--- config.mk ---
export PLATFORM = sky130hd
export DESIGN_NAME = pwp_bridge
export DESIGN_NICKNAME = d
export VERILOG_FILES = /design/src/design/pwp_pkg.sv /design/src/design/pwp_guard_bits.sv /design/src/design/pwp_bridge.sv
export VERILOG_INCLUDE_DIRS = /design/src /design/src/design
export SDC_FILE = /design/constraint.sdc
export NUM_CORES = 1
export LEC_CHECK = 0
export BUFFER_PORTS_ARGS = -buffer_cell sky130_fd_sc_hd__buf_2
export CAP_MARGIN = 25
export CORE_ASPECT_RATIO = 0.8
export CORE_MARGIN = 3
export CORE_UTILIZATION = 30
export CTS_BUF_LIST = sky130_fd_sc_hd__clkbuf_4
export CTS_CLUSTER_DIAMETER = 60
export DETAILED_ROUTE_END_ITERATION = 7
export GPL_TIMING_DRIVEN = 0
export MAX_ROUTING_LAYER = met4
export PLACE_DENSITY = 0.59
export SLEW_MARGIN = 5
export SYNTH_ARGS = -nofsm -noshare
export SYNTH_HDL_FRONTEND = slang
export SYNTH_SLANG_ARGS = --single-unit
export TNS_END_PERCENT = 50
--- constraint.sdc ---
create_clock -name CLK -period 3.6 [get_ports CLK]
set_clock_uncertainty 0.15 [all_clocks]
set_input_delay 0.18 -clock CLK [delete_from_list [all_inputs] [get_ports CLK]]
set_output_delay 0.18 -clock CLK [all_outputs]
set_load 0.02 [all_outputs]
--- src/design/pwp_map.svh ---
// Offsets, field positions and reset values of the write protect bridge
//
// Notes on behaviour
// - One guard per bridge; each attached peripheral has its own protect bit.
// - Guard keeps working in sleep while its selected clock keeps running.
// - Debugger writes ignore protection and reach the peripheral.
// - Writing one to a clear bit drops that protect bit in both views.
// - Writing one to a set bit raises that protect bit in both views.
// - Set and clear views read back the same protect vector.
// - Protected non-debug write is dropped and answered with an error.
// - Setting an already set protect bit answers with an error.
// - Clearing an already clear protect bit answers with an error.
// - After reset guard clocks one and two run, guard clock three stops.
// - Bridge is a bus slave forwarding accesses onto the peripheral bus.
// - Bridge supports wait states, errors, protection signals and byte strobes.
// - Address and data phases of the peripheral bus share one cycle.
// - Byte and halfword strobes also qualify reads.
// - Writing zero to a set or clear bit changes nothing.
// - Protect registers accept byte, halfword and word accesses.
`ifndef PWP_MAP_SVH
`define PWP_MAP_SVH

`define PWP_OFF_CLR       4'h0
`define PWP_OFF_SET       4'h4
`define PWP_OFF_CLKEN     4'h8
`define PWP_OFF_FAULT     4'hC
`define PWP_PROT_RESET    32'h0000_0000
`define PWP_CLKEN_RESET   3'h3
`define PWP_FAULT_VLD_BIT 31
`define PWP_DEBUG_MASTER  4'h1
`define PWP_SLOT_LSB      10

`endif

--- src/design/pwp_pkg.sv ---
// Types shared by the write protect bridge modules
package pwp_pkg;

  typedef enum logic [4:0] {
    ST_IDLE   = 5'b00001,
    ST_DATA   = 5'b00010,
    ST_ACCESS = 5'b00100,
    ST_ERR1   = 5'b01000,
    ST_ERR2   = 5'b10000
  } pwp_state_t;

  typedef struct packed {
    logic        hsel;
    logic [31:0] haddr;
    logic [1:0]  htrans;
    logic        hwrite;
    logic [2:0]  hsize;
    logic [3:0]  hprot;
    logic [3:0]  hmaster;
    logic        hready;
  } pwp_ahb_req_t;

  typedef struct packed {
    logic        psel;
    logic        penable;
    logic        pwrite;
    logic [31:0] paddr;
    logic [31:0] pwdata;
    logic [3:0]  pstrb;
    logic [2:0]  pprot;
  } pwp_apb_req_t;

  typedef struct packed {
    logic        pready;
    logic        pslverr;
    logic [31:0] prdata;
  } pwp_apb_rsp_t;

endpackage : pwp_pkg

--- src/design/pwp_guard_bits.sv ---
// Protect bit vector with set and clear strobes and double-operation check
`timescale 1ns/10ps
`default_nettype none
`include "pwp_map.svh"
module pwp_guard_bits #(
  parameter int N_PERIPH = 32
) (
  input  wire logic                clk,
  input  wire logic                rst_b,
  input  wire logic                set_stb,
  input  wire logic                clr_stb,
  input  wire logic [N_PERIPH-1:0] mask,
  output logic      [N_PERIPH-1:0] prot,
  output logic                     dbl_err
);
  import pwp_pkg::*;

  localparam logic [31:0] PROT_RST = `PWP_PROT_RESET;

  initial begin
    if (N_PERIPH < 1 || N_PERIPH > 32) begin
      $error("pwp_guard_bits: N_PERIPH must lie in 1..32");
    end
  end

  // ----------------------------------------------------------------
  // One flop per peripheral
  // ----------------------------------------------------------------
  genvar g;
  generate
    for (g = 0; g < N_PERIPH; g++) begin : g_bit
      always_ff @(posedge clk or negedge rst_b) begin
        if (!rst_b) begin
          prot[g] <= PROT_RST[g];
        end else if (set_stb && mask[g]) begin
          prot[g] <= 1'b1;
        end else if (clr_stb && mask[g]) begin
          prot[g] <= 1'b0;
        end
      end
    end
  endgenerate
  // Zero bits of the mask leave their flop alone

  // Double protect or double unprotect of any selected bit
  always_comb begin
    dbl_err = (set_stb && |(mask & prot)) ||
              (clr_stb && |(mask & ~prot));
  end

endmodule : pwp_guard_bits
`default_nettype wire

--- src/design/pwp_bridge.sv ---
// Host-to-peripheral bus bridge with per-peripheral write protection
`timescale 1ns/10ps
`default_nettype none
`include "pwp_map.svh"
module pwp_bridge #(
  parameter int N_PERIPH = 32,
  parameter int SLOT_LSB = `PWP_SLOT_LSB
) (
  input  wire logic                  CLK,
  input  wire logic                  RST_B,
  // Host side
  input  wire pwp_pkg::pwp_ahb_req_t AHB_REQ,
  input  wire logic [31:0]           HWDATA,
  output logic                       HREADYOUT,
  output logic                       HRESP,
  output logic [31:0]                HRDATA,
  // Peripheral side
  output pwp_pkg::pwp_apb_req_t      APB_REQ,
  input  wire pwp_pkg::pwp_apb_rsp_t APB_RSP,
  // Guard register port
  input  wire logic [3:0]            REG_ADDR,
  input  wire logic [31:0]           REG_WDATA,
  input  wire logic [3:0]            REG_BE,
  input  wire logic                  REG_WR,
  input  wire logic                  REG_RD,
  output logic [31:0]                REG_RDATA,
  output logic                       REG_ERR,
  // Guard bus clock enables, bit 2 is the third guard's clock
  output logic [2:0]                 GUARD_CLK_EN
);
  import pwp_pkg::*;

  localparam int IDX_W = (N_PERIPH > 1) ? $clog2(N_PERIPH) : 1;
  localparam logic [3:0] DBG_ID = `PWP_DEBUG_MASTER;

  initial begin
    if (N_PERIPH < 1 || N_PERIPH > 32) begin
      $error("pwp_bridge: N_PERIPH must lie in 1..32");
    end
    if (SLOT_LSB < 2 || SLOT_LSB + IDX_W > 32) begin
      $error("pwp_bridge: SLOT_LSB does not fit the address");
    end
  end

  // ----------------------------------------------------------------
  // Strobe generation
  // ----------------------------------------------------------------
  function automatic logic [3:0] strb_of(input logic [2:0] sz,
                                         input logic [1:0] a);
    case (sz)
      3'h0:    strb_of = 4'h1 << a;
      3'h1:    strb_of = a[1] ? 4'hC : 4'h3;
      default: strb_of = 4'hF;
    endcase
  endfunction : strb_of

  // ----------------------------------------------------------------
  // Captured address phase
  // ----------------------------------------------------------------
  pwp_state_t              state;
  logic [31:0]             addr_q;
  logic                    write_q;
  logic [2:0]              size_q;
  logic [3:0]              hprot_q;
  logic                    dbg_q;
  logic [IDX_W-1:0]        idx_q;
  logic [N_PERIPH-1:0]     prot;
  logic                    take;
  logic                    blocked;
  logic [N_PERIPH-1:0]     prot_idx;

  // A new transfer is taken wherever HREADYOUT stands high
  always_comb begin
    take = (state == ST_IDLE || state == ST_ERR2) && AHB_REQ.hsel &&
           AHB_REQ.htrans[1] && AHB_REQ.hready;
  end

  always_comb begin
    prot_idx = prot >> idx_q;
    blocked  = write_q && prot_idx[0] && !dbg_q;
  end

  always_ff @(posedge CLK or negedge RST_B) begin
    if (!RST_B) begin
      addr_q  <= 32'h0000_0000;
      write_q <= 1'b0;
      size_q  <= 3'h0;
      hprot_q <= 4'h0;
      dbg_q   <= 1'b0;
      idx_q   <= '0;
    end else if (take) begin
      addr_q  <= AHB_REQ.haddr;
      write_q <= AHB_REQ.hwrite;
      size_q  <= AHB_REQ.hsize;
      hprot_q <= AHB_REQ.hprot;
      dbg_q   <= (AHB_REQ.hmaster == DBG_ID);
      idx_q   <= AHB_REQ.haddr[SLOT_LSB +: IDX_W];
    end
  end

  // ----------------------------------------------------------------
  // Bridge state machine
  // ----------------------------------------------------------------
  always_ff @(posedge CLK or negedge RST_B) begin
    if (!RST_B) begin
      state <= ST_IDLE;
    end else begin
      case (state)
        ST_IDLE, ST_ERR2: begin
          state <= take ? ST_DATA : ST_IDLE;
        end
        ST_DATA: begin
          state <= blocked ? ST_ERR1 : ST_ACCESS;
        end
        ST_ACCESS: begin
          if (APB_RSP.pready) begin
            state <= APB_RSP.pslverr ? ST_ERR1 : ST_IDLE;
          end
        end
        ST_ERR1: begin
          state <= ST_ERR2;
        end
        default: begin
          state <= ST_IDLE;
        end
      endcase
    end
  end

  // Host response; errors take the two-cycle form so the master can
  // cancel whatever it has queued behind the failed transfer
  always_ff @(posedge CLK or negedge RST_B) begin
    if (!RST_B) begin
      HREADYOUT <= 1'b1;
      HRESP     <= 1'b0;
      HRDATA    <= 32'h0000_0000;
    end else begin
      case (state)
        ST_IDLE, ST_ERR2: begin
          HREADYOUT <= !take;
          HRESP     <= 1'b0;
        end
        ST_DATA: begin
          HREADYOUT <= 1'b0;
          HRESP     <= blocked;
        end
        ST_ACCESS: begin
          if (APB_RSP.pready) begin
            HREADYOUT <= !APB_RSP.pslverr;
            HRESP     <= APB_RSP.pslverr;
            HRDATA    <= APB_RSP.prdata;
          end
        end
        ST_ERR1: begin
          HREADYOUT <= 1'b1;
          HRESP     <= 1'b1;
        end
        default: begin
          HREADYOUT <= 1'b1;
          HRESP     <= 1'b0;
        end
      endcase
    end
  end

  // Peripheral request; select and enable rise together, so there is
  // no separate setup cycle and every access is one cycle shorter
  always_ff @(posedge CLK or negedge RST_B) begin
    if (!RST_B) begin
      APB_REQ <= '0;
    end else if (state == ST_DATA && !blocked) begin
      APB_REQ.psel    <= 1'b1;
      APB_REQ.penable <= 1'b1;
      APB_REQ.pwrite  <= write_q;
      APB_REQ.paddr   <= addr_q;
      APB_REQ.pwdata  <= write_q ? HWDATA : 32'h0000_0000;
      APB_REQ.pstrb   <= strb_of(size_q, addr_q[1:0]);
      APB_REQ.pprot   <= {~hprot_q[0], 1'b0, hprot_q[1]};
    end else if (state == ST_ACCESS && APB_RSP.pready) begin
      APB_REQ.psel    <= 1'b0;
      APB_REQ.penable <= 1'b0;
    end
  end

  // ----------------------------------------------------------------
  // Guard registers
  // ----------------------------------------------------------------
  logic [31:0]         be_mask;
  logic [31:0]         wmask;
  logic                set_stb;
  logic                clr_stb;
  logic                dbl_err;
  logic [31:0]         rd_prot;
  logic [31:0]         fault;
  logic [31:0]         next_rdata;

  always_comb begin
    be_mask = {{8{REG_BE[3]}}, {8{REG_BE[2]}},
               {8{REG_BE[1]}}, {8{REG_BE[0]}}};
    wmask   = REG_WDATA & be_mask;
    set_stb = REG_WR && REG_ADDR == `PWP_OFF_SET;
    clr_stb = REG_WR && REG_ADDR == `PWP_OFF_CLR;
    rd_prot = 32'h0000_0000;
    rd_prot[N_PERIPH-1:0] = prot;
  end

  pwp_guard_bits #(
    .N_PERIPH (N_PERIPH)
  ) u_guard (
    .clk      (CLK),
    .rst_b    (RST_B),
    .set_stb  (set_stb),
    .clr_stb  (clr_stb),
    .mask     (wmask[N_PERIPH-1:0]),
    .prot     (prot),
    .dbl_err  (dbl_err)
  );

  // Guard clocks are left as they are in sleep; the protect bits live
  // on CLK alone and nothing else stops them
  always_ff @(posedge CLK or negedge RST_B) begin
    if (!RST_B) begin
      GUARD_CLK_EN <= `PWP_CLKEN_RESET;
    end else if (REG_WR && REG_ADDR == `PWP_OFF_CLKEN && REG_BE[0]) begin
      GUARD_CLK_EN <= REG_WDATA[2:0];
    end
  end

  // Last blocked peripheral; a new block wins over a same-cycle clear
  always_ff @(posedge CLK or negedge RST_B) begin
    if (!RST_B) begin
      fault <= 32'h0000_0000;
    end else if (state == ST_DATA && blocked) begin
      fault <= 32'h0000_0000;
      fault[`PWP_FAULT_VLD_BIT] <= 1'b1;
      fault[IDX_W-1:0] <= idx_q;
    end else if (REG_WR && REG_ADDR == `PWP_OFF_FAULT && REG_BE[3] &&
                 REG_WDATA[`PWP_FAULT_VLD_BIT]) begin
      fault[`PWP_FAULT_VLD_BIT] <= 1'b0;
    end
  end

  always_comb begin
    next_rdata = 32'h0000_0000;
    if (REG_RD) begin
      case (REG_ADDR)
        `PWP_OFF_CLR, `PWP_OFF_SET: next_rdata = rd_prot;
        `PWP_OFF_CLKEN: next_rdata = {29'h0000_0000, GUARD_CLK_EN};
        `PWP_OFF_FAULT: next_rdata = fault;
        default:        next_rdata = 32'h0000_0000;
      endcase
    end
  end

  always_ff @(posedge CLK or negedge RST_B) begin
    if (!RST_B) begin
      REG_RDATA <= 32'h0000_0000;
      REG_ERR   <= 1'b0;
    end else begin
      REG_RDATA <= next_rdata;
      REG_ERR   <= dbl_err;
    end
  end
endmodule : pwp_bridge
`default_nettype wire

==> run metrics, run 1 <==
setup TNS=0 ns; clk slew on worst S/H paths=0.07 ns; Resized cells post-CTS=0; hold path depth=4; Setup CP Type=flop to flop; pwr dens=667.6 nW/um^2; Place WS=0.9342 ns; Synth async-reset ratio=100.0%; DRT antenna net count=0; min Tclk post-route=2.700 ns; CTS tree=yes; worst reg-to-reg path cell count=7; Clock Path Buffers=3; syn avg cell area=11.35 sq um; Reg power frac=39.9%; Combinational Power Share=37.5%; Reg2Reg Setup Slack=0.90 ns; Routed WL=32.36 mm; die area=34710 sq um; sequential share of the synthesized area=57.55%; status=finished clean; synth-to-layout area growth=52.10%; Hold Path Class=input pin to flop; Synth top area share=56.47%; GRT Residual Overflow=0; flops & latches, synth=224; placer congestion estimate=0.8504; Slowest cell on crit path=dfstp_2; Post-synth EDFFs=0; leakage=7.681 nW; post-synth top area cell=dfrtp_1; Max FO, Critical Path=10; largest net degree at the start of global routing=110; IO buf count=297; Clock Sinks=224; postcts setup bufs=0; die height=167.2 microns; worst-skew pair later-pin latency=0.72 ns; Layout fillers=2920; total CTS buffers=61; headroom to the max-slew limit=53.68%; initial drt markers=597; DR vias=9058; Slew Limit Fails=0; layout cells sized above 1=34.72%; initial core utilization=30.74%; Worst EP arrival=3.20 ns; Yosys warnings=0; CTS root buf=clkbuf_4; crit-path max cell delay=0.55 ns; vias in the first global route=9810; DIE WIDTH=207.6 microns; Internal=0.006036 W; first-pass GRT wire length=52.41 mm; RSZ-0062 raised after global routing=no; area of the core=31710 sq um; drt via density=4.735; Synth Flop Type=dfrtp_1; Cell Area, Placed=11830 sq um; Final period util=74.99%; Cell Area, Synth=9749 sq um; area of the multi-input gates=3749 sq um; fmax=370.4 MHz; max cap viols=0; GR Util All Layers=19.09%; Hold EP=addr_q[10]; Hold Vio Cnt, Final=0; Worst Hold Launch=AHB_REQ[25]; NetSw=0.003865 W; Reg area=5610 sq um; Max IR drop VDD=0.4559 mV; hold buffers post-CTS=223; # DRC=0; Critical Path Source Type=flop; synth unique cells=46; average wire per cell in the routed design=16.92 microns; proportion of power drawn by the clock network=22.6%; Hold Slack=0.1029 ns; H-Tree Depth=2; cell count after synthesis=859; Worst-Margin Slew=0.6926 ns; antenna violations before repair=1; post-route cell area=14830 sq um; Post-DP HPWL=20.97 mm; r2r startpoint=state[0]; Switching Share=39.04%; Top Ports=302; Setup WS post-layout=0.9003 ns; CP Capture Type=flop; CP Cell Sequence=nor3_1 > and3b_1 > nand2_1 > clkbuf_1 > nand4_1 > a21oi_1 > dlygate4sd3_1; nets=1603; Core Rows=58; Final Setup Violations=0; first-pass iteration count of the detailed router=5; Mapped Nets=1017; Critical Path RT=4.10 ns; Worst R2R End=state[0]; top post-synthesis cells by area=dfrtp_1, mux2_2, nand2_1, and3_1, a221o_1
==> cells in the final DEF (no fill, tap or decap), types with 2 or more instances in the layout <==
cell	n
buf_2	299
dlygate4sd3_1	224
dfrtp_1	220
nand2_1	162
mux2_2	103
clkbuf_4	87
and3_1	65
clkbuf_1	40
inv_1	37
a221o_1	32
and2_1	27
mux2i_1	20
nand3_1	18
clkinv_1	16
nor2_1	15
a22oi_1	14
o21ai_0	13
o22ai_1	11
a21oi_1	8
nor2b_1	7
nor3_1	6
a222oi_1	6
buf_6	6
a211oi_1	5
dfstp_2	4
nand4_1	4
mux2_1	4
clkinv_2	4
nand2b_1	3
nand3b_1	3
a221oi_1	2
or2_2	2
buf_4	2
buf_16	2
==> Yosys cell counts, drive strengths merged (7+ instances only) <==
master  count
a221o      32
nand2     163
mux2      107
a22oi      14
o21ai      13
buf        12
mux2i      20
nor2b       7
a21oi       9
and2       27
nor2       15
inv        37
o22ai      11
nand3      19
and3       65
dfrtp     220
clkbuf     40
==> routing by layer <==
layer  global-route usage, %  vias to the layer above  share of wire (%)
met5                       -                        -                  0
met4                   7.109                        0                3.2
met3                   4.926                       74                6.9
met2                   29.41                      339                 46
met1                   24.39                     4432                 44
li1                        -                     4213                  -
==> critical path: cells and delay by family, from the launching register on <==
family                 cells  cell delay (ns)
AND/OR/NAND/NOR            4             0.75
flip-flops                 1             0.55
buffers and inverters      2             1.04
AO/OA/AOI/OAI              1             0.16
==> sequential cells by signal, indices dropped and copies added (netlist names), 2 cells and up <==
signal / cells
REG_RDATA: 32
hprot_q: 2
u_guard.prot: 32
size_q: 3
APB_REQ: 72
GUARD_CLK_EN: 3
fault: 6
addr_q: 32
state: 5
HRDATA: 32
==> per-stage QoR <==
stage | power (W) | util (%) | cells
after global placement | 0.007382 | 37.09 | 1576
after CTS | 0.009977 | 46.72 | 1911
after detailed placement | 0.007454 | 37.29 | 1578
final | 0.009900 | 46.76 | 1913
after global routing | 0.01060 | 46.76 | 1913
after floorplan | 0.006087 | - | 859
==> area by class of cell <==
| class | instances | area share [%] |
|---|---|---|
| inverter | 37 | 0.9366 |
| sequential | 224 | 37.83 |
| buffer | 52 | 1.696 |
| tap | 420 | 3.544 |
| clock buffer | 87 | 4.404 |
| clock inverter | 23 | 0.7087 |
| multi-input combinational | 546 | 25.28 |
| antenna | 1 | 0.01687 |
| timing repair buffer | 523 | 25.58 |
==> kinds of logic after synthesis <==
| kind of cell | Yosys count | share of synthesized area [%] |
|---|---|---|
| xor+xnor | 1 | 0.08985 |
| simple gates | 319 | 15.93 |
| mux | 127 | 14.41 |
| other cells | 1 | 0.03846 |
| buf+inv | 89 | 4.004 |
| flops | 224 | 57.55 |
| compound gates | 98 | 7.983 |
==> power groups by stage <==
| stage | clock [W] | combinational (W) | sequential (W) |
|---|---|---|---|
| after floorplan | 0 | 0.00158 | 0.00450 |
| after global placement | 0 | 0.00345 | 0.00394 |
| after detailed placement | 0 | 0.00349 | 0.00397 |
| after CTS | 0.00233 | 0.00371 | 0.00393 |
| after global routing | 0.00248 | 0.00405 | 0.00408 |
| final | 0.00224 | 0.00371 | 0.00395 |
==> how the worst max path moves through the flow <==
stage / from / end / slack (ns) / depth (start not counted)
after floorplan: addr_q[11] / APB_REQ[40] / 1.45 / 9
after global placement: RST_B / addr_q[3] / -1.90 / 1
after detailed placement: addr_q[11] / APB_REQ[55] / 0.93 / 9
after CTS: addr_q[12] / APB_REQ[55] / 0.91 / 7
after global routing: state[0] / state[0] / 0.68 / 7
final: state[0] / state[0] / 0.90 / 7
(Power assumes the default switching activity.)
==> inputs of run 2 (changes only) <==
Settings changed: PLACE_DENSITY 0.59 to 0.6.
Clock period 3.6 ns to 2.4 ns, I/O delays scaled along.
==> run metrics, run 2 (synthesis gave the netlist of run 1 again) <==
total power=0.01552 W; status=finished, violations left; Placed Instances=1578; first-pass iteration count of the detailed router=6; layout cells sized above 1=35.73%; Post-DP HPWL=21.09 mm; CTS tree=yes; Max FO, Critical Path=10; placer congestion estimate=0.8575; worst-skew pair later-pin latency=0.72 ns; DIE WIDTH=207.6 microns; Clock Sinks=224; # DRC=0; vias in the first global route=10001; Hold EP=u_guard.prot[9]; fmax=411.3 MHz; Worst R2R End=APB_REQ[53]; total CTS buffers=60; GRT Residual Overflow=0; CP Capture Type=flop; DR vias=9280; antenna violations before repair=2; worst reg-to-reg path cell count=10; headroom to the max-slew limit=45.06%; largest net degree at the start of global routing=110; Slew Limit Fails=0; pwr dens=1003 nW/um^2; RSZ-0062 raised after global routing=yes; nets=1645; largest reg by FF count=APB_REQ; synth-to-layout area growth=58.69%; Hold Path Class=input pin to flop; Worst Hold Launch=REG_ADDR[3]; Max IR drop VDD=0.7191 mV; drt via density=4.754; hold path depth=6; area of the core=31710 sq um; CTS root buf=clkbuf_4; GR Util All Layers=19.66%; clk slew on worst S/H paths=0.06 ns; H-Tree Depth=2; non-filler cells, final=1952; IO buf count=297; initial drt markers=543; Worst EP arrival=2.86 ns; Worst-Margin Slew=0.8214 ns; initial core utilization=30.74%; die area=34710 sq um; Final period util=101.3%; Final Setup Violations=14; Hold Vio Cnt, Final=0; Setup WS post-layout=-0.03127 ns; die height=167.2 microns; max cap viols=0; Top Ports=302; min Tclk post-route=2.431 ns; Setup CP Type=flop to flop; leading cell type in the layout, fill and taps excluded=buf_2; r2r startpoint=addr_q[11]; average wire per cell in the routed design=16.99 microns; most frequent cells in the layout=buf_2, dlygate4sd3_1, dfrtp_1, nand2_1, clkbuf_4; Core Rows=58; Hold Slack=0.1173 ns; DRT antenna net count=0; max reg flops=72; Routed WL=33.16 mm; first-pass GRT wire length=53.96 mm; Critical Path Source Type=flop; Clock Path Buffers=3; Reg2Reg Setup Slack=-0.03 ns; leakage=7.975 nW; Critical Path RT=2.83 ns; violated checks=negative setup slack
run 2: cell type report:
cell class | count | area (sq um)
well taps | 420 | 525.5
fillers | 2789 | 16240
diodes | 4 | 10.01
inverters | 37 | 138.9
repair buffers | 567 | 4249
clock buffers | 91 | 683.2
flip-flops and latches | 224 | 5612
clock inverters | 12 | 82.58
plain buffers | 51 | 321.6
multi-input cells | 546 | 3849
run 2: worst max path at each step:
stage | start | end | slack, ns
after floorplan | addr_q[11] | APB_REQ[40] | 0.25
after detailed placement | addr_q[11] | APB_REQ[54] | -0.31
after global placement | RST_B | addr_q[8] | -3.01
final | addr_q[11] | APB_REQ[53] | -0.03
after global routing | addr_q[11] | APB_REQ[50] | -0.13
after CTS | addr_q[11] | APB_REQ[26] | -0.07
run 2: critical path, stage by stage (launching register included):
cell and delay, ns:
dfrtp_1 0.35, buf_8 0.17, buf_12 0.17, mux2i_1 0.23, a22oi_1 0.09, nand3_1 0.13
nand4_4 0.17, a21oi_4 0.20, buf_12 0.16, buf_12 0.15, mux2_2 0.34
run 2: metal layers:
| layer | wire (microns) | GRT usage, % |
|---|---|---|
| met4 | 971 | 6.873 |
| met2 | 15530 | 30.81 |
| met1 | 14300 | 24.77 |
| met3 | 2359 | 5.207 |
| met5 | 0 | - |
run 2: per-stage QoR:
step	utilization [%]	worst slack (ns)	instance area, sq um	setup TNS [ns]
after CTS	48.52	-0.07170	15390	-2.146
after global placement	37.09	-3.010	11760	-677.73
after global routing	48.77	-0.1306	15470	-6.426
final	48.78	-0.03127	15470	-0.1785
after floorplan	-	0.2543	9749	0
after detailed placement	37.29	-0.3092	11830	-15.05
run 2: timing repair:
action                                 in CTS  in global routing
endpoints found under the hold margin     401                  0
buffers inserted                            4                  0
gates resized for setup                    30                 33
hold buffers                              264                  0
pin swaps                                   2                  3
setup endpoints to repair                  83                126
run 2: report_power, final:
group | internal [W] | switching, W | total (W)
clock | 0.00182 | 0.00163 | 0.00345
combinational | 0.00277 | 0.00334 | 0.00611
sequential | 0.00505 | 0.000915 | 0.00596
==> inputs of run 3 (changes only) <==
Settings changed: SKIP_CTS_REPAIR_TIMING from default to 1.
==> run metrics, run 3 (synthesis gave the netlist of run 1 again) <==
status=finished, violations left; violated checks=negative setup slack; CTS root buf=clkbuf_4; Hold Path Class=input pin to flop; Setup WS post-layout=-0.08381 ns; Critical Path Source Type=flop; post-route cell area=15580 sq um; headroom to the max-slew limit=46.75%; GRT Residual Overflow=0; initial core utilization=30.74%; leading cell type in the layout, fill and taps excluded=buf_2; max cap viols=0; total CTS buffers=60; GR Util All Layers=17.01%; CP Cell Sequence=clkbuf_16 > mux2i_1 > a22oi_1 > nand3_1 > nand4_4 > a21oi_4 > buf_12 > buf_12 > mux2_2; min Tclk post-route=2.484 ns; setup TNS=-3.071 ns; Cell Area, Placed=11830 sq um; Slowest cell on crit path=dfrtp_2; die area=34710 sq um; clk slew on worst S/H paths=0.06 ns; H-Tree Depth=2; Hold Vio Cnt, Final=0; Setup CP Type=flop to flop; Reg2Reg Setup Slack=-0.08 ns; IO buf count=297; area of the core=31710 sq um; total power=0.01628 W; DIE WIDTH=207.6 microns; Final period util=103.5%; Layout fillers=2761; Max IR drop VDD=0.6451 mV; Final Setup Violations=72; Clock Sinks=224; wire length on met3=2.309 mm; crit-path max cell delay=0.44 ns; Core Rows=58; Top Ports=302; antenna violations before repair=1; DR vias=9249; # DRC=0; vias in the first global route=8282; Worst-Margin Slew=0.7971 ns; top sig layer=met4; Reg area=5613 sq um; Placed Instances=1578; placer congestion estimate=0.8575; DRT antenna net count=0; M1 WL=15.01 mm; initial drt markers=552; Max FO, Critical Path=10; max reg flops=72; non-filler cells, final=1942; drt via density=4.763; CP bufs+invs=3; largest reg by FF count=APB_REQ; area of the multi-input gates=3965 sq um; most frequent cells in the layout=buf_2, dlygate4sd3_1, dfrtp_1, nand2_1, clkbuf_4; die height=167.2 microns; layout cells sized above 1=36.51%; average wire per cell in the routed design=17.47 microns; fmax=402.6 MHz; largest net degree at the start of global routing=110; routed wire length on met2=15.67 mm; Worst EP arrival=2.93 ns; worst-skew pair later-pin latency=0.73 ns; most used cell along the critical path=buf_12; Clock Path Buffers=3; synth-to-layout area growth=59.77%; first-pass GRT wire length=46.44 mm; nets=1637; Place WS=-0.3092 ns; Critical Path RT=2.84 ns; family with the most delay on the worst path=multiplexers; Post-DP HPWL=21.09 mm; pwr dens=1045 nW/um^2; RSZ-0062 raised after global routing=yes; first-pass iteration count of the detailed router=6; CP Capture Type=flop; leakage=7.985 nW; Routed WL=33.93 mm; Slew Limit Fails=0; CTS tree=yes
run 3: cell types whose count changed in the layout (fill, tap and decap cells not counted), sizes merged:
cell,before,now
dlygate4sd3,264,244
diode,4,2
buf,317,329
run 3: worst paths after layout:
path                                  start           to  cells past startpoint
worst max-delay path             addr_q[11]  APB_REQ[58]                      9
worst min-delay path            AHB_REQ[12]      write_q                      4
worst max register to register   addr_q[11]  APB_REQ[58]                      9
worst min register to register   hprot_q[0]   APB_REQ[2]                      1
max in group asynchronous             RST_B   addr_q[11]                      4
min in group asynchronous             RST_B  APB_REQ[36]                      3
run 3: worst reg2reg max path, delay by kind of cell, from the launching register on:
kind,cells,cell delay [ns]
mux,2,0.60
compound gates,2,0.33
flops,1,0.44
simple gates,2,0.34
buf+inv,3,0.51
run 3: through the flow:
step	util (%)	hold WS [ns]
3_5_place_dp	37.29	-0.2065
4_1_cts	39.71	-1.002
6_report	49.12	0.02933
3_3_place_gp	37.09	0.1630
5_1_grt	49.11	-0.008816
2_1_floorplan	-	-0.3256
run 3: power breakdown:
group / leakage [nW] / total, W / switching, W / internal (W)
Sequential: 2.90 / 0.00602 / 0.000970 / 0.00505
Combinational: 4.63 / 0.00680 / 0.00354 / 0.00325
Clock: 0.456 / 0.00347 / 0.00165 / 0.00182
Total: 7.99 / 0.0163 / 0.00616 / 0.0101
run 3: cell type report:
class	instances	area share (%)
Antenna cell	2	0.03213
Buffer	51	2.177
Clock buffer	91	4.386
Clock inverter	12	0.5302
Inverter	37	0.8916
Multi-Input combinational cell	546	25.46
Sequential cell	224	36.03
Tap cell	420	3.374
Timing Repair Buffer	559	27.12
run 3: metal layers:
metal  GRT usage, %  vias to the layer above
met4          5.487                        0
met5              -                        -
met3          5.226                       86
li1               -                     4280
met2          24.40                      365
met1          23.05                     4518
